==> src/design/ext_irq_defs.svh <==
/*
  Register indices, field positions, reset values and vector
  addresses of the external pin interrupt unit.
  Assumes inclusion by bare name from the design files that use it.
*/
`ifndef EXT_IRQ_DEFS_SVH
`define EXT_IRQ_DEFS_SVH

// Register indices, byte address is four times the index
`define IDX_MASK_LOW 6'h12
`define IDX_MASK_HIGH 6'h20
`define IDX_FLAGS 6'h3A
`define IDX_ENABLES 6'h3B
`define IDX_SENSE 6'h35

// Field positions in enables and flags
`define BIT_DED 6
`define BIT_GRP_HIGH 5
`define BIT_GRP_LOW 4

// Reset value of every register
`define RST_REG 8'h00

// Program word of each vector
`define VEC_NONE 16'h0000
`define VEC_DED 16'h0001
`define VEC_GRP_LOW 16'h0002
`define VEC_GRP_HIGH 16'h0003

// Synchroniser depth for pin inputs
`define SYNC_STAGES 3

`endif

==> src/design/irq_pkg.sv <==
/*
  Types shared by the external pin interrupt unit.
  Assumes nothing beyond a SystemVerilog compiler.
*/
package irq_pkg;
  // Sense control codes of the dedicated pin
  typedef enum logic [1:0] {
    SENSE_LOW = 2'h0,
    SENSE_ANY = 2'h1,
    SENSE_FALL = 2'h2,
    SENSE_RISE = 2'h3
  } sense_e;
endpackage

==> src/design/pin_sync.sv <==
/*
  Three-stage pin synchroniser with agreement filter.
  Assumes asynchronous pins and a clock enable that freezes it.
*/
`timescale 1ns/10ps
`include "ext_irq_defs.svh"
module pin_sync #(
  parameter int W = 13
)(
  input wire logic clk,
  input wire logic rst,
  input wire logic ce,
  input wire logic [W-1:0] async_in,
  output logic [W-1:0] stable
);
  logic [W-1:0] s1_q;
  logic [W-1:0] s2_q;
  logic [W-1:0] s3_q;

  ////////////////////////////////////////////////////////////////
  // One chain per pin, value taken when stages two and three agree
  genvar i;
  generate
    for (i = 0; i < W; i++) begin : g_bit
      always_ff @(posedge clk or posedge rst) begin
        if (rst) begin
          s1_q[i] <= 1'b0;
          s2_q[i] <= 1'b0;
          s3_q[i] <= 1'b0;
          stable[i] <= 1'b0;
        end else if (ce) begin
          s1_q[i] <= async_in[i];
          s2_q[i] <= s1_q[i];
          s3_q[i] <= s2_q[i];
          if (s2_q[i] == s3_q[i]) begin
            stable[i] <= s3_q[i];
          end
        end
      end
    end
  endgenerate
endmodule

==> src/design/sense_decode.sv <==
/*
  Sense decoder of the dedicated interrupt pin.
  Assumes cur and prev are consecutive synchronised samples.
*/
`timescale 1ns/10ps
module sense_decode (
  input irq_pkg::sense_e mode,
  input wire logic cur,
  input wire logic prev,
  output logic trig,
  output logic level
);
  import irq_pkg::*;

  // Edge and change events, low level kept apart
  assign trig = (mode == SENSE_ANY && cur != prev) ||
                (mode == SENSE_FALL && prev && !cur) ||
                (mode == SENSE_RISE && !prev && cur);
  assign level = (mode == SENSE_LOW) && !cur;
endmodule

==> src/design/ext_irq_unit.sv <==
/*
  External pin interrupt unit: one dedicated pin with selectable
  sense and twelve pin-change inputs in two groups, registers on a
  classic Wishbone slave, vector request towards the core.
  Assumes pins arrive unsynchronised, the core supplies its global
  interrupt bit and pulses irq_taken when it enters the vector
  shown on irq_vector; ce low stands for a stopped I/O clock.
*/
`timescale 1ns/10ps
`include "ext_irq_defs.svh"
module ext_irq_unit #(
  parameter int CHG_W = 12,
  parameter int LOW_W = 8
)(
  input wire logic clk,
  input wire logic rst,
  input wire logic ce,
  input wire logic wb_cyc_i,
  input wire logic wb_stb_i,
  input wire logic wb_we_i,
  input wire logic [7:0] wb_adr_i,
  input wire logic [3:0] wb_sel_i,
  input wire logic [31:0] wb_dat_i,
  output logic [31:0] wb_dat_o,
  output logic wb_ack_o,
  input wire logic dedicated_irq_pin,
  input wire logic [CHG_W-1:0] change_inputs_all,
  input wire logic global_irq_en,
  input wire logic irq_taken,
  output logic irq_req,
  output logic [15:0] irq_vector,
  output logic wake
);
  import irq_pkg::*;

  localparam int HIGH_W = CHG_W - LOW_W;

  // Register state
  logic [LOW_W-1:0] mask_low_q;
  logic [HIGH_W-1:0] mask_high_q;
  logic [2:0] en_q;
  logic [2:0] en_d;
  logic [2:0] flag_q;
  logic [2:0] flag_d;
  sense_e sense_q;
  logic ack_q;
  logic [31:0] dat_q;
  logic req_q;
  logic [15:0] vec_q;
  logic [CHG_W:0] stab;
  logic [CHG_W:0] prev_q;

  ////////////////////////////////////////////////////////////////
  // Bus decode

  // Index match, used for reads and writes alike
  function automatic logic reg_hit(input logic [5:0] a, input logic [5:0] b);
    reg_hit = (a == b);
  endfunction

  wire bus_req = wb_cyc_i & wb_stb_i;
  wire access = bus_req & ~ack_q;
  // Write commits at the edge where the master samples ack high
  wire wr_en = bus_req & ack_q & wb_we_i & wb_sel_i[0];
  wire [5:0] idx = wb_adr_i[7:2];
  wire [7:0] wdat = wb_dat_i[7:0];
  wire sel_mlow = reg_hit(idx, `IDX_MASK_LOW);
  wire sel_mhigh = reg_hit(idx, `IDX_MASK_HIGH);
  wire sel_flags = reg_hit(idx, `IDX_FLAGS);
  wire sel_en = reg_hit(idx, `IDX_ENABLES);
  wire sel_sense = reg_hit(idx, `IDX_SENSE);

  // Read views, reserved positions tied low
  wire [7:0] flags_view = {1'b0, flag_q, 4'h0};
  wire [7:0] en_view = {1'b0, en_q, 4'h0};
  wire [7:0] mhigh_view = {{(8-HIGH_W){1'b0}}, mask_high_q};
  wire [7:0] sense_view = {6'h00, sense_q};
  wire [7:0] rd_byte = sel_mlow ? mask_low_q :
                       sel_mhigh ? mhigh_view :
                       sel_flags ? flags_view :
                       sel_en ? en_view :
                       sel_sense ? sense_view : 8'h00;

  ////////////////////////////////////////////////////////////////
  // Wishbone answer: one-cycle ack, unmapped reads give zero
  always_ff @(posedge clk or posedge rst) begin
    if (rst) begin
      ack_q <= 1'b0;
      dat_q <= 32'h00000000;
    end else if (ce) begin
      ack_q <= access;
      if (access) begin
        dat_q <= {24'h000000, rd_byte};
      end
    end
  end

  assign wb_ack_o = ack_q;
  assign wb_dat_o = dat_q;

  ////////////////////////////////////////////////////////////////
  // Control registers written by software
  always_ff @(posedge clk or posedge rst) begin
    if (rst) begin
      mask_low_q <= `RST_REG;
      mask_high_q <= '0;
      en_q <= 3'h0;
      sense_q <= SENSE_LOW;
    end else if (ce) begin
      if (wr_en && sel_mlow) begin
        mask_low_q <= wdat[LOW_W-1:0];
      end
      if (wr_en && sel_mhigh) begin
        mask_high_q <= wdat[HIGH_W-1:0];
      end
      if (wr_en && sel_en) begin
        en_q <= en_d;
      end
      if (wr_en && sel_sense) begin
        sense_q <= sense_e'(wdat[1:0]);
      end
    end
  end

  // Enable fields: dedicated, group high, group low
  assign en_d = {wdat[`BIT_DED], wdat[`BIT_GRP_HIGH], wdat[`BIT_GRP_LOW]};

  ////////////////////////////////////////////////////////////////
  // Pin sampling; pads are read whatever their direction
  pin_sync #(
    .W(CHG_W + 1)
  ) u_sync (
    .clk(clk),
    .rst(rst),
    .ce(ce),
    .async_in({dedicated_irq_pin, change_inputs_all}),
    .stable(stab)
  );

  // Previous sample, frozen while the I/O clock is stopped
  always_ff @(posedge clk or posedge rst) begin
    if (rst) begin
      prev_q <= '0;
    end else if (ce) begin
      prev_q <= stab;
    end
  end

  ////////////////////////////////////////////////////////////////
  // Dedicated pin sense
  wire ded_trig;
  wire ded_level;

  sense_decode u_sense (
    .mode(sense_q),
    .cur(stab[CHG_W]),
    .prev(prev_q[CHG_W]),
    .trig(ded_trig),
    .level(ded_level)
  );

  ////////////////////////////////////////////////////////////////
  // Pin-change groups
  wire [CHG_W-1:0] chg_mask = {mask_high_q, mask_low_q};
  wire [CHG_W-1:0] stab_chg = stab[CHG_W-1:0];
  wire [CHG_W-1:0] prev_chg = prev_q[CHG_W-1:0];
  wire [CHG_W-1:0] chg_diff = (stab_chg ^ prev_chg) & chg_mask;
  wire hit_low = en_q[0] & (|chg_diff[LOW_W-1:0]);
  wire hit_high = en_q[1] & (|chg_diff[CHG_W-1:LOW_W]);

  // Asynchronous wake: raw change pins against last stable value, raw dedicated pin low in level mode
  wire [CHG_W-1:0] raw_diff = (change_inputs_all ^ stab_chg) & chg_mask;
  wire wake_chg = (en_q[0] & (|raw_diff[LOW_W-1:0])) |
                  (en_q[1] & (|raw_diff[CHG_W-1:LOW_W]));
  wire wake_lvl = en_q[2] & (sense_q == SENSE_LOW) & ~dedicated_irq_pin;
  assign wake = wake_chg | wake_lvl;

  ////////////////////////////////////////////////////////////////
  // Flag clearing by vector entry and by writing one
  wire sw_clr = wr_en & sel_flags;
  wire take = irq_taken & req_q;
  wire clr_ded = (sw_clr & wdat[`BIT_DED]) | (take & (vec_q == `VEC_DED));
  wire clr_low = (sw_clr & wdat[`BIT_GRP_LOW]) | (take & (vec_q == `VEC_GRP_LOW));
  wire clr_high = (sw_clr & wdat[`BIT_GRP_HIGH]) | (take & (vec_q == `VEC_GRP_HIGH));
  wire lvl_mode = (sense_q == SENSE_LOW);

  // Next flags, a new event wins over a clear
  assign flag_d[2] = lvl_mode ? 1'b0 : (ded_trig | (flag_q[2] & ~clr_ded));
  assign flag_d[1] = hit_high | (flag_q[1] & ~clr_high);
  assign flag_d[0] = hit_low | (flag_q[0] & ~clr_low);

  always_ff @(posedge clk or posedge rst) begin
    if (rst) begin
      flag_q <= 3'h0;
    end else if (ce) begin
      flag_q <= flag_d;
    end
  end

  ////////////////////////////////////////////////////////////////
  // Vector request, lowest vector first; level held only while low
  wire pend_ded = en_q[2] & (lvl_mode ? ded_level : flag_d[2]);
  wire pend_low = en_q[0] & flag_d[0];
  wire pend_high = en_q[1] & flag_d[1];
  wire req_d = global_irq_en & (pend_ded | pend_low | pend_high);
  wire [15:0] vec_d = !req_d ? `VEC_NONE :
                      pend_ded ? `VEC_DED :
                      pend_low ? `VEC_GRP_LOW : `VEC_GRP_HIGH;

  always_ff @(posedge clk or posedge rst) begin
    if (rst) begin
      req_q <= 1'b0;
      vec_q <= `VEC_NONE;
    end else if (ce) begin
      req_q <= req_d;
      vec_q <= vec_d;
    end
  end

  assign irq_req = req_q;
  assign irq_vector = vec_q;
endmodule

==> config.mk <==
export PLATFORM = sky130hd
export DESIGN_NAME = ext_irq_unit
export DESIGN_NICKNAME = d
export VERILOG_FILES = /design/src/design/irq_pkg.sv /design/src/design/pin_sync.sv /design/src/design/sense_decode.sv /design/src/design/ext_irq_unit.sv
export VERILOG_INCLUDE_DIRS = /design/src /design/src/design
export SDC_FILE = /design/constraint.sdc
export NUM_CORES = 1
export LEC_CHECK = 0
export ABC_AREA = 1
export BUFFER_PORTS_ARGS = -buffer_cell sky130_fd_sc_hd__buf_4
export CAP_MARGIN = 40
export CELL_PAD_IN_SITES_DETAIL_PLACEMENT = 0
export CELL_PAD_IN_SITES_GLOBAL_PLACEMENT = 1
export CORE_MARGIN = 3
export CORE_UTILIZATION = 42
export DETAILED_ROUTE_END_ITERATION = 8
export PLACE_DENSITY_LB_ADDON = 0.3
export SKIP_LAST_GASP = 1
export SLEW_MARGIN = 20
export SYNTH_ARGS = -nofsm -noshare
export SYNTH_HDL_FRONTEND = slang
export SYNTH_HIERARCHICAL = 1
export SYNTH_SLANG_ARGS = --single-unit
export TNS_END_PERCENT = 50
==> constraint.sdc <==
create_clock -name clk -period 2.5 [get_ports clk]
set_input_delay 0.25 -clock clk [delete_from_list [all_inputs] [get_ports clk]]
set_output_delay 0.25 -clock clk [all_outputs]
set_load 0.01 [all_outputs]
======== Word-level counts from Yosys, hierarchy flattened ========
Cells that the tools add are included.
word-level totals
  bits in registers ....................... 111
  input bits .............................. 65
  output and inout port bits .............. 51
  logic and storage cells ................. 179
cells by class
  equality and inequality tests ........... 25
  muxes and demuxes ....................... 10
  bitwise logic cells ..................... 45
  reductions and logical operators ........ 37
operators by type and width
  operator               number
  $reduce_and A2 Y1      18
  $eq A16 B2 Y1 const B  2
  $and A1 B1 Y1          26
  $and A12 B12 Y12       2
  $eq A6 B6 Y1 const B   4
  $xor A12 B12 Y12       2
  $mux W7                3
  $eq A16 B1 Y1 const B  1
  $reduce_or A8 Y1       2
  $eq A1 B1 Y1           13
  $logic_and A1 B1 Y1    10
  $or A1 B1 Y1           10
  $mux W8                1
  $reduce_or A4 Y1       2
  $eq A6 B5 Y1 const B   1
  $mux W2                3
  $not A1 Y1             5
  $eq A2 B2 Y1 const B   2
  $mux W1                3
  $eq A2 B1 Y1 const B   1
  $logic_not A1 Y1       2
  $logic_not A2 Y1       1
  $logic_or A1 B1 Y1     2
  $ne A1 B1 Y1           1

======== Longest topological paths before layout ========
  depth after elaboration ................. 17
  mapped depth ............................ 11
  depth with buffers taken out ............ 11

======== Cells and area by module ========
The synthesis kept the hierarchy.
modules (own cells, without submodules)
  module        instances  cells each  area an instance (µm²)  sequential area each (µm²)
  ext_irq_unit  1          384         2,819.0                 1,126.1
  pin_sync      1          272         2,202.1                 1,301.2
  sense_decode  1          9           41.3                    0.0

======== Worst setup path before layout ========
No wires, ideal clock.
  path kind ............................... register to output
  start point ............................. reg u_sync.stable[7]
  end point ............................... out wake
  arrival ................................. 1.161 ns
  required time ........................... 2.250 ns
  setup slack ............................. 1.089 ns
  stages on the path, launching flop included .. 6
  buffers on the path ..................... 0
  cells stage by stage .................... dfrtp_1 -> or2_2 -> nand3_1 -> o2111ai_1 -> o21ai_0 -> o211ai_1
between the ends
  longest elaborated chain between the ends .. 6
RTL lines
  what                              RTL line             RTL
  start: declaration                pin_sync.sv:14       output logic [W-1:0] stable
  start signal: indexed assignment  pin_sync.sv:36       stable[i] <= s3_q[i];
  $xor A12 B12 Y12                  ext_irq_unit.sv:172  wire [CHG_W-1:0] raw_diff = (change_inputs_all ^ stab_chg) & chg_mask;
  $and A12 B12 Y12                  ext_irq_unit.sv:172
  $reduce_or A8 Y1                  ext_irq_unit.sv:173  wire wake_chg = (en_q[0] & (|raw_diff[LOW_W-1:0])) |
  $and A1 B1 Y1                     ext_irq_unit.sv:173
  $or A1 B1 Y1                      ext_irq_unit.sv:173
  $or A1 B1 Y1                      ext_irq_unit.sv:176  assign wake = wake_chg | wake_lvl;
  end: declaration                  ext_irq_unit.sv:32   output logic wake
Every way passes these cells.

======== Final worst setup path ========
Same ends and word-level chain as after synthesis.

==> tab_implementation.tex <==
\begin{tabular}{lr}
\hline
Metric & Value \\
\hline
\multicolumn{2}{l}{\textbf{Floorplanning}} \\
\quad Num ports & roughly 120 \\
\quad Overall die area & around 13000 um\^{}2 \\
\quad Number of rows created at floorplan & 39 \\
\quad Die width & between 100 and 150 um \\
\quad Initial Util & a little over two fifths \\
\quad Floorplan die height & around 120 um \\
\quad Area of the core & 11600 um\^{}2 \\
\multicolumn{2}{l}{\textbf{Timing}} \\
\quad Sum Neg Setup Slack & 0 ps \\
\quad Slew Viols, Final & 0 \\
\quad Final worst-path cycle share & roughly 85\% \\
\quad Clock Skew & roughly 5.5 ps \\
\quad RSZ-0062 raised after global routing & no \\
\quad Fmax & between 0.4 and 0.5 GHz \\
\quad Final hold viol count & 0 \\
\quad Time the final worst path needs with I/O delays and setup & about 2100 ps \\
\quad Relative max-transition margin & 54.2\% \\
\quad Slew of the pin with the lowest slew margin & 683 ps \\
\quad Total setup violations reported at the end of the flow & 0 \\
\multicolumn{2}{l}{\textbf{Pwr}} \\
\quad Power Dens Cells & roughly 660 nW/um\^{}2 \\
\quad Sequential power share & between 50 and 60\% \\
\quad Clock network fraction of design power & 34.2\% \\
\quad Leak pwr & approximately 3.0 nW \\
\quad Switching power & $\sim$1.1 mW \\
\quad Maximum vdd ir drop & between 0.5 and 0.6 mV \\
\quad Internal power contribution & roughly 2.7 mW \\
\quad Combinational group share of total power & around 15\% \\
\quad Switching Share & about 29\% \\
\quad Total Power & approximately 3.8 mW \\
\multicolumn{2}{l}{\textbf{Logic synthesis}} \\
\quad Seq/Total Area, Yosys & 47.9\% \\
\quad Number of warnings printed during yosys synthesis & 6 \\
\quad Share of synthesized cell area in full adder, half adder and majority cells & 0\% \\
\quad Multiplexer area fraction after synthesis & less than 1\% \\
\quad Distinct cell type count after synthesis & 36 \\
\quad Post-synthesis register bit count & 97 \\
\quad Fraction of the mapped netlist area in simple logic gates & about a quarter \\
\quad Synth Area in XOR/XNOR & less than 1\% \\
\quad Combinational family with the most area after synthesis & simple AND/OR/NAND/NOR gates \\
\quad Number of instances in the synthesized netlist & around 670 \\
\quad Area of the mapped netlist & 5060 um\^{}2 \\
\quad Average footprint of a synthesized cell & between 7 and 8 um\^{}2 \\
\quad Synthesized-area fraction occupied by ao, oa, aoi and oai cells & a little under an eighth \\
\multicolumn{2}{l}{\textbf{Clock tree}} \\
\quad Number of buffers added by the clock tree synthesis step & 9 \\
\quad Source-to-sink clock delay at the later pin of the worst-skew pair & between 300 and 400 ps \\
\quad Number of H-tree branching levels & 3 \\
\quad Root buf cell & sky130\_fd\_sc\_hd\_\_clkbuf\_16 \\
\quad Reg clk slew, reported paths & approximately 60 ps \\
\quad Gates resized, CTS repair & 0 \\
\quad CTS tree & yes \\
\quad Total number of clock tree sinks & just under 100 \\
\quad Clk buf depth & 2 \\
\multicolumn{2}{l}{\textbf{Worst setup path}} \\
\quad R2r startpoint & wb\_ack\_o \\
\quad Type of the worst setup path & flip-flop to primary output \\
\quad R2r setup slk & 1000 ps \\
\quad Type of destination of the critical path & primary output \\
\quad Signal arrival time at the worst endpoint & between 1500 and 2000 ps \\
\quad Worst flop-to-flop path endpoint & irq\_vector[1] \\
\quad Kind of start point of the critical path & flip-flop \\
\quad Req. time, crit path & 2250 ps \\
\quad Peak fanout along the critical path & 7 \\
\quad Worst R2R Path Depth & 11 \\
\multicolumn{2}{l}{\textbf{Route}} \\
\quad DRC & 0 \\
\quad Count of antenna-violating nets left after detailed routing & 0 \\
\quad Number of detailed-routing iterations run before antenna repair & 4 \\
\quad Via Count & $\sim$4000 \\
\quad Drt via density & about 4.6 \\
\quad Total length of routed wires & roughly 10000 um \\
\quad Average wire per cell in the routed design & between 10 and 15 um \\
\quad Number of design-rule violations left by the first detailed-router iteration & roughly 240 \\
\multicolumn{2}{l}{\textbf{GRT}} \\
\quad Global-route wire length before repair & between 15000 and 20000 um \\
\quad Largest net degree at the start of global routing & 134 \\
\quad All-Layer GR Usage & about 16\% \\
\quad Number of antenna violations at the first check in global routing & 0 \\
\quad Number of global-route vias before repair & 3723 \\
\quad Sum of overflow across all layers after global routing & 0 \\
\multicolumn{2}{l}{\textbf{Final layout}} \\
\quad Synthesis-to-finish area growth & 12.4\% \\
\quad Fill cell count & 1155 \\
\quad Fin nets & 776 \\
\quad Count of antenna diodes in the layout & 0 \\
\quad Share of post-route cells with drive strength above 1 & $\sim$13\% \\
\multicolumn{2}{l}{\textbf{Flow run}} \\
\quad Max-Cap Viols & 0 \\
\multicolumn{2}{l}{\textbf{Worst hold path}} \\
\quad Hold depth & 3 \\
\quad Worst min-delay path class & input pin to flip-flop \\
\quad Hold endpoint & u\_sync/s1\_q[0] \\
\quad Source of the worst hold timing path & change\_inputs\_all[0] \\
\multicolumn{2}{l}{\textbf{Placed design}} \\
\quad IO Port Bufs & 48 \\
\quad DP HPWL & approximately 7500 um \\
\quad GP Congestion & 0.794 \\
\multicolumn{2}{l}{\textbf{Run status}} \\
\quad Result of the run & complete, no violations \\
\hline
\end{tabular}
## metrics by stage
stage          setup WS [ps]  instance area (um^2)  hold WS, ps  instances  utilization [%]
6_report                 377                  5690          135        859             49.0
3_5_place_dp             761                  5400          323        842             46.5
4_1_cts                  372                  5690          128        859             49.0
2_1_floorplan            992                  5200          371        702                -
3_3_place_gp             772                  5400          320        842             46.5
5_1_grt                  142                  5690          141        859             49.0
## flip-flops by register name, summed over array words and instances (netlist names), 3 cells and up
signal,flops
prev_q,13
u_sync/s1_q,13
u_sync/s2_q,13
u_sync/s3_q,13
u_sync/stable,13
mask_low_q,8
wb_dat_o,8
mask_high_q,4
en_q,3
flag_q,3
## power by group through the flow
stage                     Sequential, mW  Combinational, mW  Clock (mW)
after CTS                           1.91              0.584        1.34
after floorplan                     1.91              0.476           0
after global routing                1.95              0.683        1.39
after detailed placement            1.94              0.579           0
final                               1.91              0.574        1.29
after global placement              1.93              0.557           0
## placed cells by master (no fill, tap or decap), types with 2 or more instances in the layout
master / netlist / routed
sky130_fd_sc_hd__clkbuf_16: 0 / 9
sky130_fd_sc_hd__xnor2_1: 3 / 3
sky130_fd_sc_hd__clkinvlp_4: 0 / 4
sky130_fd_sc_hd__nor2_1: 28 / 28
sky130_fd_sc_hd__a31oi_1: 2 / 2
sky130_fd_sc_hd__dfrtp_1: 97 / 97
sky130_fd_sc_hd__or2_2: 6 / 6
sky130_fd_sc_hd__clkinv_1: 1 / 2
sky130_fd_sc_hd__o2111ai_1: 3 / 3
sky130_fd_sc_hd__nand2_1: 217 / 217
sky130_fd_sc_hd__buf_4: 44 / 50
sky130_fd_sc_hd__nand3_2: 3 / 3
sky130_fd_sc_hd__inv_2: 4 / 5
sky130_fd_sc_hd__nand3_1: 27 / 27
sky130_fd_sc_hd__nand4_1: 2 / 2
sky130_fd_sc_hd__nor3_1: 3 / 3
sky130_fd_sc_hd__a21oi_1: 24 / 24
sky130_fd_sc_hd__o21ai_1: 2 / 2
sky130_fd_sc_hd__conb_1: 1 / 38
sky130_fd_sc_hd__inv_1: 102 / 100
sky130_fd_sc_hd__o21ai_0: 69 / 69
sky130_fd_sc_hd__nor2_2: 4 / 4
## cell usage after synthesis (all sizes together)
master / count / area share [%]
nand4: 2 / 0.25
mux2: 1 / 0.22
nor2: 33 / 2.8
o21bai: 1 / 0.15
clkbuf: 5 / 0.37
o211ai: 1 / 0.15
nand3: 30 / 3.3
nor3: 4 / 0.62
xnor2: 3 / 0.52
o2111ai: 3 / 0.52
dfrtp: 97 / 48
inv: 106 / 7.9
nor4: 1 / 0.42
a21o: 1 / 0.15
o21ai: 71 / 7.0
o21a: 1 / 0.15
buf: 49 / 7.1
a221oi: 1 / 0.17
nand2: 219 / 16
a31oi: 2 / 0.25
conb: 1 / 0.074
a41oi: 1 / 0.17
clkinv: 1 / 0.074
a21oi: 25 / 2.5
or2: 6 / 0.74
## kinds of logic (layout without fill, tap and decap cells)
family / Yosys count / count (layout)
muxes: 1 / 1
xor gates and xnor gates: 3 / 3
and+or+nand+nor: 295 / 295
DFF: 97 / 97
other: 1 / 38
buffers and inverters: 161 / 175
AOI/OAI and AO/OA: 107 / 107
## worst max path at each step
| stage | startpoint | to | slack [ps] | cells after the start |
|---|---|---|---|---|
| finish | u_sync/stable[7] | wake | 380 | 6 |
| global route | u_sync/stable[7] | wake | 140 | 6 |
| CTS | u_sync/stable[7] | wake | 370 | 6 |
| detailed placement | u_sync/stable[7] | wake | 760 | 6 |
| global placement | u_sync/stable[7] | wake | 770 | 6 |
| floorplan | rst | u_sync/s1_q[0] | 990 | 1 |
## timing repair
item                       in CTS  in global routing
hold buffers                    1                  0
setup buffers                   0                  0
hold endpoints to repair       17                  0
setup endpoints to repair       0                  0
## cell type report
cell class,count,area [um^2],area share (%)
repair buffers,52,405,7.13
flip-flops and latches,97,2430,42.7
clock inverters,6,43.8,0.770
clock buffers,10,239,4.20
inverters,107,402,7.06
multi-input cells,444,1990,35.0
well taps,143,179,3.15
## per-layer routing
layer	GRT usage, %	vias up	wire length (um)
li1	-	2070	-
met1	21.6	1792	4820
met2	26.7	75	4870
met3	3.76	15	409
met4	5.88	0	236
met5	0	-	0
## worst max-delay path, cell delays in order, from the launching register on
cell                        delay, ps
sky130_fd_sc_hd__dfrtp_1          450
sky130_fd_sc_hd__or2_2            310
sky130_fd_sc_hd__nand3_1           80
sky130_fd_sc_hd__o2111ai_1        150
sky130_fd_sc_hd__o21ai_0          210
sky130_fd_sc_hd__o211ai_1         150
sky130_fd_sc_hd__buf_4            180
Note: power is estimated with default switching activity, not from simulation.
